File: config.mk
export PLATFORM = sky130hd
export DESIGN_NAME = qctp_top
export DESIGN_NICKNAME = d
export VERILOG_FILES = /design/src/include/qctp_pkg.sv /design/src/design/qctp_sync.sv /design/src/design/qctp_capture.sv /design/src/design/qctp_top.sv
export VERILOG_INCLUDE_DIRS = /design/src /design/src/include
export SDC_FILE = /design/constraint.sdc
export NUM_CORES = 1
export LEC_CHECK = 0
export BUFFER_PORTS_ARGS = -buffer_cell sky130_fd_sc_hd__clkbuf_2
export CORE_MARGIN = 5
export CORE_UTILIZATION = 55
export CTS_BUF_LIST = sky130_fd_sc_hd__clkbuf_2 sky130_fd_sc_hd__clkbuf_4 sky130_fd_sc_hd__clkbuf_8
export CTS_CLUSTER_DIAMETER = 60
export DETAILED_ROUTE_END_ITERATION = 8
export PLACE_DENSITY = 0.74
export SYNTH_ARGS = -nofsm -noshare
export SYNTH_HDL_FRONTEND = slang
export SYNTH_HIERARCHICAL = 1
export SYNTH_SLANG_ARGS = --single-unit
File: constraint.sdc
create_clock -name CORE_CLK -period 8.2 [get_ports CORE_CLK]
set_input_delay 2.46 -clock CORE_CLK [delete_from_list [all_inputs] [get_ports CORE_CLK]]
set_output_delay 2.46 -clock CORE_CLK [all_outputs]
set_load 0.005 [all_outputs]
File: src/include/qctp_regs.svh
/*
 * Register offsets, field positions, reset values and masks for the quad
 * counter/timer/PWM block.
 * Assumes a byte-wide register port with a three-bit byte address.
 */
`ifndef QCTP_REGS_SVH
`define QCTP_REGS_SVH

// ***************************************************************
// register offsets
// ***************************************************************
`define QCTP_ADDR_W 3
`define QCTP_OFF_CNT_A 3'h0
`define QCTP_OFF_CNT_B 3'h1
`define QCTP_OFF_CNT_C 3'h2
`define QCTP_OFF_CNT_D 3'h3
`define QCTP_OFF_CLKSEL 3'h4
`define QCTP_OFF_CFG1 3'h5
`define QCTP_OFF_CFG2 3'h6
`define QCTP_OFF_RUN 3'h7

// ***************************************************************
// field positions
// ***************************************************************
`define QCTP_CKSEL_W 2
`define QCTP_DIR_LSB 4
`define QCTP_CHAIN_LSB 2
`define QCTP_PWMEN_LSB 0
`define QCTP_CAPTURE_SOURCE_SEL_MSB 7
`define QCTP_CAPTURE_SOURCE_SEL_LSB 6
`define QCTP_CAPFN_MSB 5
`define QCTP_CAPFN_LSB 4
`define QCTP_RES_W 2
`define QCTP_RES1_LSB 2
`define QCTP_RES0_LSB 0
`define QCTP_RUN_W 4

// ***************************************************************
// reset values and constants
// ***************************************************************
`define QCTP_CLKSEL_RST 8'h00
`define QCTP_CFG1_RST 8'h00
`define QCTP_CFG2_RST 8'h00
`define QCTP_RUN_RST 4'h0
`define QCTP_CNT_RST 8'h00
`define QCTP_CAPTURE_SOURCE_SEL_INT 2'h0
`define QCTP_MASK8 16'h00FF
`define QCTP_MASK10 16'h03FF
`define QCTP_MASK12 16'h0FFF
`define QCTP_MASK14 16'h3FFF
`define QCTP_MASK16 16'hFFFF

`endif

File: src/include/qctp_pkg.sv
/*
 * Types shared by the quad counter/timer/PWM block.
 * Assumes qctp_regs.svh supplies all offsets and field positions.
 */
package qctp_pkg;

	// ***************************************************************
	// capture edge function and clock source codes
	// ***************************************************************
	typedef enum logic [1:0] {
		QCTP_CAP_OFF = 2'b00,
		QCTP_CAP_RISE = 2'b01,
		QCTP_CAP_FALL = 2'b10,
		QCTP_CAP_BOTH = 2'b11
	} qctp_capfn_t;

	typedef enum logic [1:0] {
		QCTP_SRC_PIN = 2'b00,
		QCTP_SRC_INT0 = 2'b01,
		QCTP_SRC_INT1 = 2'b10,
		QCTP_SRC_INT2 = 2'b11
	} qctp_clksrc_t;

	// ***************************************************************
	// per-pair configuration carrier
	// ***************************************************************
	typedef struct packed {
		logic up_hi;
		logic up_lo;
		logic chain;
		logic pwm;
		logic [1:0] res;
	} qctp_pair_cfg_t;

endpackage : qctp_pkg

File: src/design/qctp_sync.sv
/*
 * Two-flop synchroniser with rising-edge pulse, one per input bit.
 * Assumes inputs are slow levels relative to the core clock.
 */
`timescale 1ns/1ps

module qctp_sync #(
	parameter int W = 1
) (
	input wire logic clk,
	input wire logic rst,
	input wire logic [W-1:0] din,
	output logic [W-1:0] lvl,
	output logic [W-1:0] rise
);

	logic [W-1:0] meta_q;
	logic [W-1:0] sync_q;
	logic [W-1:0] prev_q;

	// ***************************************************************
	// per-bit stages
	// ***************************************************************
	genvar i;
	generate
		for (i = 0; i < W; i++) begin : g_bit
			// first flop feeds only the second
			always_ff @(posedge clk or posedge rst) begin
				if (rst) begin
					meta_q[i] <= 1'b0;
					sync_q[i] <= 1'b0;
					prev_q[i] <= 1'b0;
				end else begin
					meta_q[i] <= din[i];
					sync_q[i] <= meta_q[i];
					prev_q[i] <= sync_q[i];
				end
			end
			assign rise[i] = sync_q[i] & ~prev_q[i];
			assign lvl[i] = sync_q[i];
		end
	endgenerate

endmodule : qctp_sync

File: src/design/qctp_capture.sv
/*
 * Capture trigger: turns a synchronised level into a one-cycle pulse on the
 * selected edge or edges.
 * Assumes lvl already comes from a synchroniser.
 */
`timescale 1ns/1ps

module qctp_capture (
	input wire logic clk,
	input wire logic rst,
	input wire logic lvl,
	input qctp_pkg::qctp_capfn_t func,
	output logic trig
);

	logic prev_q;
	logic rise;
	logic fall;

	// ***************************************************************
	// edge history
	// ***************************************************************
	always_ff @(posedge clk or posedge rst) begin
		if (rst) begin
			prev_q <= 1'b0;
		end else begin
			prev_q <= lvl;
		end
	end

	// edge choice from the function field
	always_comb begin
		rise = lvl & ~prev_q;
		fall = ~lvl & prev_q;
		unique case (func)
			qctp_pkg::QCTP_CAP_OFF: trig = 1'b0;
			qctp_pkg::QCTP_CAP_RISE: trig = rise;
			qctp_pkg::QCTP_CAP_FALL: trig = fall;
			qctp_pkg::QCTP_CAP_BOTH: trig = rise | fall;
		endcase
	end

endmodule : qctp_capture

File: src/design/qctp_top.sv
/*
 * Quad 8-bit counter/timer with pairwise chaining, capture on the first
 * pair and two PWM pin drivers, behind a byte register port.
 * Assumes every counter clock source arrives as a slow level that is
 * sampled by the core clock; the port logic does any pin debouncing.
 */
`timescale 1ns/1ps
`include "qctp_regs.svh"

// Overview of operation
// - four 8-bit counters; first/second and third/fourth chain into 16 bits
// - two PWM pins with 8, 10, 12, 14 or 16-bit resolution
// - first pair captures on internal or external signal, one common trigger
// - capture on rising, falling or both edges
// - first pair unchained: counters, PWM+counter, or PWM+captured counter
// - second pair unchained: two counters, or PWM plus counter
// - writing a counter register loads its 8-bit comparison value
// - first pair reads give live count, or captured count in capture mode
// - second pair reads always give live count
// - clock select holds a 2-bit source selector per counter
// - config bits 7..4 set direction per counter, zero is down
// - config bit 3 chains second pair, bit 2 chains first pair
// - config bits 1 and 0 enable the two PWM pins, cleared at reset
// - second config holds capture source and capture function, reset 00
// - second config holds two 2-bit PWM resolution selectors
// - each counter drives its own interrupt line and event line
// - four port pins can clock the counters directly or debounced
// - counters run only when enabled; low enable drives a chained pair
// - when chained, first and third counters hold the low byte
// - counter-mode write also clears (up) or loads (down) the count
module qctp_top (
	input wire logic CORE_CLK,
	input wire logic RST,
	input wire logic [`QCTP_ADDR_W-1:0] ADDR,
	input wire logic [7:0] WDATA,
	input wire logic WR,
	input wire logic RD,
	output logic [7:0] RDATA,
	input wire logic [3:0] EXT_CLOCK_INPUTS,
	input wire logic [2:0] INT_CLOCKS,
	input wire logic CAP_INT_SIG,
	input wire logic CAP_EXT_SIG,
	output logic [3:0] COUNTER_IRQ,
	output logic [3:0] COUNTER_EVT,
	output logic PWM_PIN_ZERO,
	output logic PWM_PIN_ZERO_OE,
	output logic PWM_PIN_ONE,
	output logic PWM_PIN_ONE_OE
);

	// ***************************************************************
	// declarations
	// ***************************************************************
	logic [7:0] clk_sel_q;
	logic [7:0] cfg1_q;
	logic [7:0] cfg2_q;
	logic [3:0] run_q;
	logic [7:0] cmp_q [4];
	logic [7:0] cnt [4];
	logic [3:0] pend_q;
	logic [3:0] consume;
	logic [3:0] tick;
	logic [3:0] cnt_irq;
	logic [3:0] irq_d;
	logic [3:0] irq_q;
	logic [7:0] cap_a_q;
	logic [7:0] cap_b_q;
	logic [7:0] rdata_q;
	logic [1:0] pwm_lvl;
	logic [1:0] pwm_on;
	logic [1:0] pwm_q;
	logic [1:0] pwm_oe_q;
	logic [3:0] ext_rise;
	logic [2:0] int_rise;
	logic [1:0] cap_lvl;
	logic cap_sig;
	logic cap_trig;
	logic cap_on;
	qctp_pkg::qctp_capfn_t cap_fn;
	qctp_pkg::qctp_pair_cfg_t pcfg [2];

	// one counter step: wraps on match when up, on zero when down
	function automatic logic [16:0] qctp_step(
		input logic [15:0] v,
		input logic [15:0] cmp,
		input logic [15:0] mask,
		input logic up,
		input logic load
	);
		logic [15:0] nx;
		logic wrap;
		nx = 16'h0000;
		wrap = 1'b0;
		if (load) begin
			nx = up ? 16'h0000 : (cmp & mask);
		end else if (up) begin
			if (v == (cmp & mask)) begin
				wrap = 1'b1;
			end else begin
				nx = (v + 16'h0001) & mask;
			end
		end else begin
			if (v == 16'h0000) begin
				nx = cmp & mask;
				wrap = 1'b1;
			end else begin
				nx = v - 16'h0001;
			end
		end
		return {wrap, nx};
	endfunction : qctp_step

	// PWM period mask from the resolution selector
	function automatic logic [15:0] qctp_res_mask(input logic [1:0] res);
		logic [15:0] m;
		m = `QCTP_MASK16;
		unique case (res)
			2'h0: m = `QCTP_MASK10;
			2'h1: m = `QCTP_MASK12;
			2'h2: m = `QCTP_MASK14;
			2'h3: m = `QCTP_MASK16;
		endcase
		return m;
	endfunction : qctp_res_mask

	// ***************************************************************
	// configuration registers
	// ***************************************************************
	// unknown-at-reset fields still get a defined value here
	always_ff @(posedge CORE_CLK or posedge RST) begin
		if (RST) begin
			clk_sel_q <= `QCTP_CLKSEL_RST;
			cfg1_q <= `QCTP_CFG1_RST;
			cfg2_q <= `QCTP_CFG2_RST;
			run_q <= `QCTP_RUN_RST;
		end else if (WR) begin
			unique case (ADDR)
				`QCTP_OFF_CLKSEL: clk_sel_q <= WDATA;
				`QCTP_OFF_CFG1: cfg1_q <= WDATA;
				`QCTP_OFF_CFG2: cfg2_q <= WDATA;
				`QCTP_OFF_RUN: run_q <= WDATA[`QCTP_RUN_W-1:0];
				default: ;
			endcase
		end
	end

	// comparison values and pending count loads
	// set wins over consume so a write in the tick cycle is not lost
	always_ff @(posedge CORE_CLK or posedge RST) begin
		if (RST) begin
			for (int k = 0; k < 4; k++) begin
				cmp_q[k] <= `QCTP_CNT_RST;
			end
			pend_q <= 4'h0;
		end else begin
			for (int k = 0; k < 4; k++) begin
				if (WR && ADDR == 3'(k)) begin
					cmp_q[k] <= WDATA;
					pend_q[k] <= 1'b1;
				end else if (consume[k]) begin
					pend_q[k] <= 1'b0;
				end
			end
		end
	end

	// unpack the pair controls
	always_comb begin
		for (int p = 0; p < 2; p++) begin
			pcfg[p].up_lo = cfg1_q[`QCTP_DIR_LSB + 2*p];
			pcfg[p].up_hi = cfg1_q[`QCTP_DIR_LSB + 2*p + 1];
			pcfg[p].chain = cfg1_q[`QCTP_CHAIN_LSB + p];
			pcfg[p].pwm = cfg1_q[`QCTP_PWMEN_LSB + p];
			pcfg[p].res = cfg2_q[`QCTP_RES0_LSB + `QCTP_RES_W*p +:
				`QCTP_RES_W];
		end
	end

	// ***************************************************************
	// clock sources
	// ***************************************************************
	// pins arrive already debounced or raw as the port is set up
	qctp_sync #(
		.W(7)
	) u_clk_sync (
		.clk(CORE_CLK),
		.rst(RST),
		.din({INT_CLOCKS, EXT_CLOCK_INPUTS}),
		.lvl(),
		.rise({int_rise, ext_rise})
	);

	// source picked per counter; a change while running may double-count
	genvar k;
	generate
		for (k = 0; k < 4; k++) begin : g_src
			qctp_pkg::qctp_clksrc_t sel;
			assign sel = qctp_pkg::qctp_clksrc_t'(
				clk_sel_q[k*`QCTP_CKSEL_W +: `QCTP_CKSEL_W]);
			always_comb begin
				unique case (sel)
					qctp_pkg::QCTP_SRC_PIN: tick[k] = ext_rise[k];
					qctp_pkg::QCTP_SRC_INT0: tick[k] = int_rise[0];
					qctp_pkg::QCTP_SRC_INT1: tick[k] = int_rise[1];
					qctp_pkg::QCTP_SRC_INT2: tick[k] = int_rise[2];
				endcase
			end
		end
	endgenerate

	// ***************************************************************
	// counter pairs
	// ***************************************************************
	genvar p;
	generate
		for (p = 0; p < 2; p++) begin : g_pair
			localparam int LO = 2 * p;
			localparam int HI = 2 * p + 1;
			logic [7:0] lo_q;
			logic [7:0] hi_q;
			logic [15:0] mask_lo;
			logic [15:0] v_lo;
			logic [15:0] c_lo;
			logic [16:0] r_lo;
			logic [16:0] r_hi;
			logic t_lo;
			logic t_hi;
			logic ld_lo;
			logic ch;
			logic pw;

			assign ch = pcfg[p].chain;
			assign pw = pcfg[p].pwm;

			// chained value: low counter is the low byte
			always_comb begin
				v_lo = ch ? {hi_q, lo_q} : {8'h00, lo_q};
				c_lo = ch ? {cmp_q[HI], cmp_q[LO]} :
					{8'h00, cmp_q[LO]};
				if (pw && ch) begin
					mask_lo = qctp_res_mask(pcfg[p].res);
				end else if (ch) begin
					mask_lo = `QCTP_MASK16;
				end else begin
					mask_lo = `QCTP_MASK8;
				end
			end

			// low enable runs both halves when chained
			assign t_lo = tick[LO] & run_q[LO];
			assign t_hi = ch ? t_lo : (tick[HI] & run_q[HI]);
			assign ld_lo = ch ? (pend_q[LO] | pend_q[HI]) : pend_q[LO];

			// PWM always counts down and ignores writes
			assign r_lo = pw ? {1'b0, (v_lo - 16'h0001) & mask_lo} :
				qctp_step(v_lo, c_lo, mask_lo, pcfg[p].up_lo,
					ld_lo);
			// companion of a PWM counter counts down
			assign r_hi = qctp_step({8'h00, hi_q}, {8'h00, cmp_q[HI]},
				`QCTP_MASK8, pcfg[p].up_hi & ~pw,
				pend_q[HI]);

			// loads take effect on the first enabled tick only
			assign consume[LO] = t_lo & ~pw;
			assign consume[HI] = ch ? (t_lo & ~pw) : t_hi;

			always_ff @(posedge CORE_CLK or posedge RST) begin
				if (RST) begin
					lo_q <= `QCTP_CNT_RST;
				end else if (t_lo) begin
					lo_q <= r_lo[7:0];
				end
			end

			always_ff @(posedge CORE_CLK or posedge RST) begin
				if (RST) begin
					hi_q <= `QCTP_CNT_RST;
				end else if (ch && t_lo) begin
					hi_q <= r_lo[15:8];
				end else if (!ch && t_hi) begin
					hi_q <= r_hi[7:0];
				end
			end

			// PWM pin high while count sits below the compare value
			assign pwm_lvl[p] = (v_lo & mask_lo) < (c_lo & mask_lo);
			assign pwm_on[p] = pw;
			// no counter interrupt from a PWM counter or a chained high half
			assign cnt_irq[LO] = t_lo & ~pw & r_lo[16];
			assign cnt_irq[HI] = t_hi & ~ch & r_hi[16];
			assign cnt[LO] = lo_q;
			assign cnt[HI] = hi_q;
		end
	endgenerate

	// ***************************************************************
	// capture on the first pair
	// ***************************************************************
	assign cap_fn = qctp_pkg::qctp_capfn_t'(
		cfg2_q[`QCTP_CAPFN_MSB:`QCTP_CAPFN_LSB]);
	assign cap_on = cap_fn != qctp_pkg::QCTP_CAP_OFF;
	// switching the source may fire one stray edge
	assign cap_sig = (cfg2_q[`QCTP_CAPTURE_SOURCE_SEL_MSB:`QCTP_CAPTURE_SOURCE_SEL_LSB] ==
		`QCTP_CAPTURE_SOURCE_SEL_INT) ? cap_lvl[0] : cap_lvl[1];

	qctp_sync #(
		.W(2)
	) u_cap_sync (
		.clk(CORE_CLK),
		.rst(RST),
		.din({CAP_EXT_SIG, CAP_INT_SIG}),
		.lvl(cap_lvl),
		.rise()
	);

	qctp_capture u_capture (
		.clk(CORE_CLK),
		.rst(RST),
		.lvl(cap_sig),
		.func(cap_fn),
		.trig(cap_trig)
	);

	// one trigger latches both counters, chained or not
	always_ff @(posedge CORE_CLK or posedge RST) begin
		if (RST) begin
			cap_a_q <= `QCTP_CNT_RST;
			cap_b_q <= `QCTP_CNT_RST;
		end else if (cap_trig) begin
			cap_a_q <= cnt[0];
			cap_b_q <= cnt[1];
		end
	end

	// ***************************************************************
	// interrupt and event lines
	// ***************************************************************
	// a PWM first counter in capture mode raises nothing
	always_comb begin
		irq_d = cnt_irq;
		if (cap_on) begin
			irq_d[0] = cap_trig & ~pcfg[0].pwm;
			irq_d[1] = cap_trig;
		end
	end

	always_ff @(posedge CORE_CLK or posedge RST) begin
		if (RST) begin
			irq_q <= 4'h0;
		end else begin
			irq_q <= irq_d;
		end
	end

	assign COUNTER_IRQ = irq_q;
	assign COUNTER_EVT = irq_q;

	// ***************************************************************
	// PWM pins
	// ***************************************************************
	// enable drops to hand the pin back to the port when PWM is off
	always_ff @(posedge CORE_CLK or posedge RST) begin
		if (RST) begin
			pwm_q <= 2'h0;
			pwm_oe_q <= 2'h0;
		end else begin
			pwm_q <= pwm_on & pwm_lvl;
			pwm_oe_q <= pwm_on;
		end
	end

	assign PWM_PIN_ZERO = pwm_q[0];
	assign PWM_PIN_ZERO_OE = pwm_oe_q[0];
	assign PWM_PIN_ONE = pwm_q[1];
	assign PWM_PIN_ONE_OE = pwm_oe_q[1];

	// ***************************************************************
	// read port
	// ***************************************************************
	// data stand for one cycle only, zero otherwise
	always_ff @(posedge CORE_CLK or posedge RST) begin
		if (RST) begin
			rdata_q <= 8'h00;
		end else if (RD) begin
			unique case (ADDR)
				`QCTP_OFF_CNT_A: rdata_q <= cap_on ? cap_a_q : cnt[0];
				`QCTP_OFF_CNT_B: rdata_q <= cap_on ? cap_b_q : cnt[1];
				`QCTP_OFF_CNT_C: rdata_q <= cnt[2];
				`QCTP_OFF_CNT_D: rdata_q <= cnt[3];
				`QCTP_OFF_CLKSEL: rdata_q <= clk_sel_q;
				`QCTP_OFF_CFG1: rdata_q <= cfg1_q;
				`QCTP_OFF_CFG2: rdata_q <= cfg2_q;
				`QCTP_OFF_RUN: rdata_q <= {4'h0, run_q};
			endcase
		end else begin
			rdata_q <= 8'h00;
		end
	end

	assign RDATA = rdata_q;

endmodule : qctp_top

==> run_results.csv <==
group,metric,value,unit
power,powerDensity,331,nW/µm²
place,gp_congestion,0.952,
cells_and_area,final_area,11800,µm²
critical_path,slowest_delay,0.76,ns
global_routing,grt_use_total,29.3,%
routing,route.detailed.drc,0,
critical_path,cp_slowest_cell,"nor3_1",
sta,fmax,235,MHz
critical_path,cp_max_fo,28,
routing,totalWireLength,35.0,mm
place,io_buffers,43,
floorplanning,die_h,153,µm
cells_and_area,n_antenna_cell,0,
floorplanning,rows,52,
global_routing,grt_pass1_wl,54.8,mm
sta,slew-limit-headroom,29.1,%
routing,wire_per_inst,22.7,µm
sta,skew,0.0158,ns
place,dpl.hpwl,24.5,mm
power,vdd_drop_max,0.160,mV
floorplanning,coreArea,20100,µm²
power,p_leak,4.86,nW
clock_tree,cts_max_level,4,
routing,dr_total_vias,10400,
clock_tree,cts_tree,"done",
synthesis,netlist_area,11200,µm²
clock_tree,clk_latency,0.47,ns
routing,final_antenna_net_count,0,
global_routing,overflow,0,
floorplanning,die-area,23300,µm²
outcome,status,"complete, no violations",
synthesis,syn_nets,1345,
sta,layout_min_cycle_time,4.26,ns
synthesis,synth.avg_cell_area,8.78,µm²
global_routing,antenna_found_initial,0,
cells_and_area,stdcell_count,1541,
cells_and_area,post-route-util,58.9,%
sta,rsz0062_at_grt,"no",
critical_path,path_cells,"clkbuf_2 -> nor3_1 -> and2_0 -> mux2_2",
clock_tree,ctsResizeCount,0,
clock_tree,ctsHoldBuffers,0,
floorplanning,die_w,153,µm
sta,worst_pin_slew,1.06,ns
synthesis,synthCells,1275,
routing,drt_iter0_drc,1221,
floorplanning,initial_core_util,55.7,%
clock_tree,ctsRootBufferMaster,"clkbuf_8",
worst_hold_path,hold_path_class,"flop to flop",
cells_and_area,syn_to_final_growth,5.79,%
routing,vias_per_cell,6.75,
clock_tree,numCtsBuffers,17,
clock_tree,cts.sinks,154,
cells_and_area,fin_nets,1328,
routing,dr.pass1.iters,6,
clock_tree,clk_path_buf_depth,2,
clock_tree,cts.clk_slew.worst_paths,0.10,ns
critical_path,cp-end-kind,"flop",
cells_and_area,drive_above_1_share,15.7,%
critical_path,crit_type,"primary input to flop",
place,dp_cells,1509,
sta,slew_violations,0,
clock_tree,cts_setup_buffers,0,
critical_path,path_buf_inv,1,
cells_and_area,fill_cells,1768,
global_routing,grt_max_degree,81,
place,placed_area,11400,µm²
sta,timing.setup.tns,0,ns
job,maxCapViolations,0,
critical_path,cp-start-kind,"primary input",
sta,min_period_over_period,52.0,%
sta,finalSetupViolCount,0,
critical_path,path_delay_family,"simple AND/OR/NAND/NOR gates",
synthesis,yosysWarnings,6,
sta,finalHoldViolCount,0,
floorplanning,ios,44,
critical_path,crit_required,8.56,ns
critical_path,worstPathArrival,4.62,ns
global_routing,grt_pass1_vias,9632,
## registers in the layout (all words and copies together), names as in the netlist
register and count:
COUNTER_EVT 4, RDATA 8, cap_a_q 8, cap_b_q 8, cfg1_q 8, cfg2_q 8
clk_sel_q 8, cmp_q 32, g_pair.hi_q 16, g_pair.lo_q 16, pend_q 4, pwm_oe_q 2
pwm_q 2, run_q 4, u_cap_sync/lvl 2, u_cap_sync/meta_q 2, u_capture/prev_q 1, u_clk_sync/lvl 7
u_clk_sync/meta_q 7, u_clk_sync/prev_q 7
## cells in the final DEF, fill, tap and decap left out, types with 11 or more instances in the layout
cell      instances
ha_1             46
mux2i_1          14
a31oi_1          22
a221oi_1         12
o31ai_1          13
xnor2_1          33
nand2_1         143
and3_1           16
mux2_2           63
nand2b_1         17
a21o_1           11
xor2_1           24
a32oi_1          13
clkbuf_8         17
nand3_1          45
buf_4            12
inv_1            47
a21oi_1          67
o211ai_1         13
nor2_1           86
and2_1           15
o21ai_0          63
nor3_1           45
nand4_1          15
clkbuf_2         43
dfrtp_1         154
nor4_1           15
nor2b_1          19
## worst register-to-register path: stages, from the launching register on
cell,delay [ns]
dfrtp_1,1.01
inv_1,0.51
nor2_1,0.40
ha_1,0.24
nand4_1,0.10
nor2_1,0.09
nand2_1,0.11
o211ai_2,0.69
nor4_1,0.10
or4_1,0.43
## report_power, final
| part | switching [W] | total [W] | leakage, nW | internal [W] |
|---|---|---|---|---|
| Sequential | 0.000488 | 0.00145 | 1.87 | 0.000962 |
| Combinational | 0.00109 | 0.00186 | 2.78 | 0.000774 |
| Clock | 0.000368 | 0.000605 | 0.211 | 0.000238 |
| Total | 0.00195 | 0.00392 | 4.86 | 0.00197 |
## per-layer routing
| metal | track usage [%] | up-vias | part of all wire, % |
|---|---|---|---|
| li1 | - | 4652 | - |
| met1 | 42.9 | 5048 | 43 |
| met2 | 43.1 | 607 | 44 |
| met3 | 6.36 | 95 | 10 |
| met4 | 10.4 | 0 | 3.1 |
| met5 | 0 | - | 0 |
## metrics by stage
stage	hold WS, ns	total power [W]	setup slack (ns)
global placement	0.334	0.00320	3.50
floorplan	0.331	0.00272	2.33
CTS	0.360	0.00386	4.01
finish	0.357	0.00392	3.94
detailed placement	0.335	0.00325	3.50
global route	0.369	0.00415	3.74
## worst paths after layout
path | from | end | slack, ns | depth (start not counted)
min | u_clk_sync/meta_q[2] | u_clk_sync/lvl[2] | 0.36 | 0
min reg2reg | u_clk_sync/meta_q[2] | u_clk_sync/lvl[2] | 0.36 | 0
max in group asynchronous | RST | COUNTER_EVT[2] | 4.74 | 3
max | ADDR[0] | cmp_q[24] | 3.94 | 4
max reg2reg | cfg1_q[3] | g_pair[1].hi_q[6] | 4.40 | 9
min in group asynchronous | RST | u_capture/prev_q | 1.87 | 2
## final cells by class
type                            count  area, µm²  area share [%]
Multi-Input combinational cell    980       6730            56.9
Clock buffer                       17        234            1.98
Timing Repair Buffer               55        305            2.58
Tap cell                          270        338            2.85
Clock inverter                     15        184            1.55
Sequential cell                   154       3850            32.5
Inverter                           50        193            1.63
(Power assumes the default switching activity.)
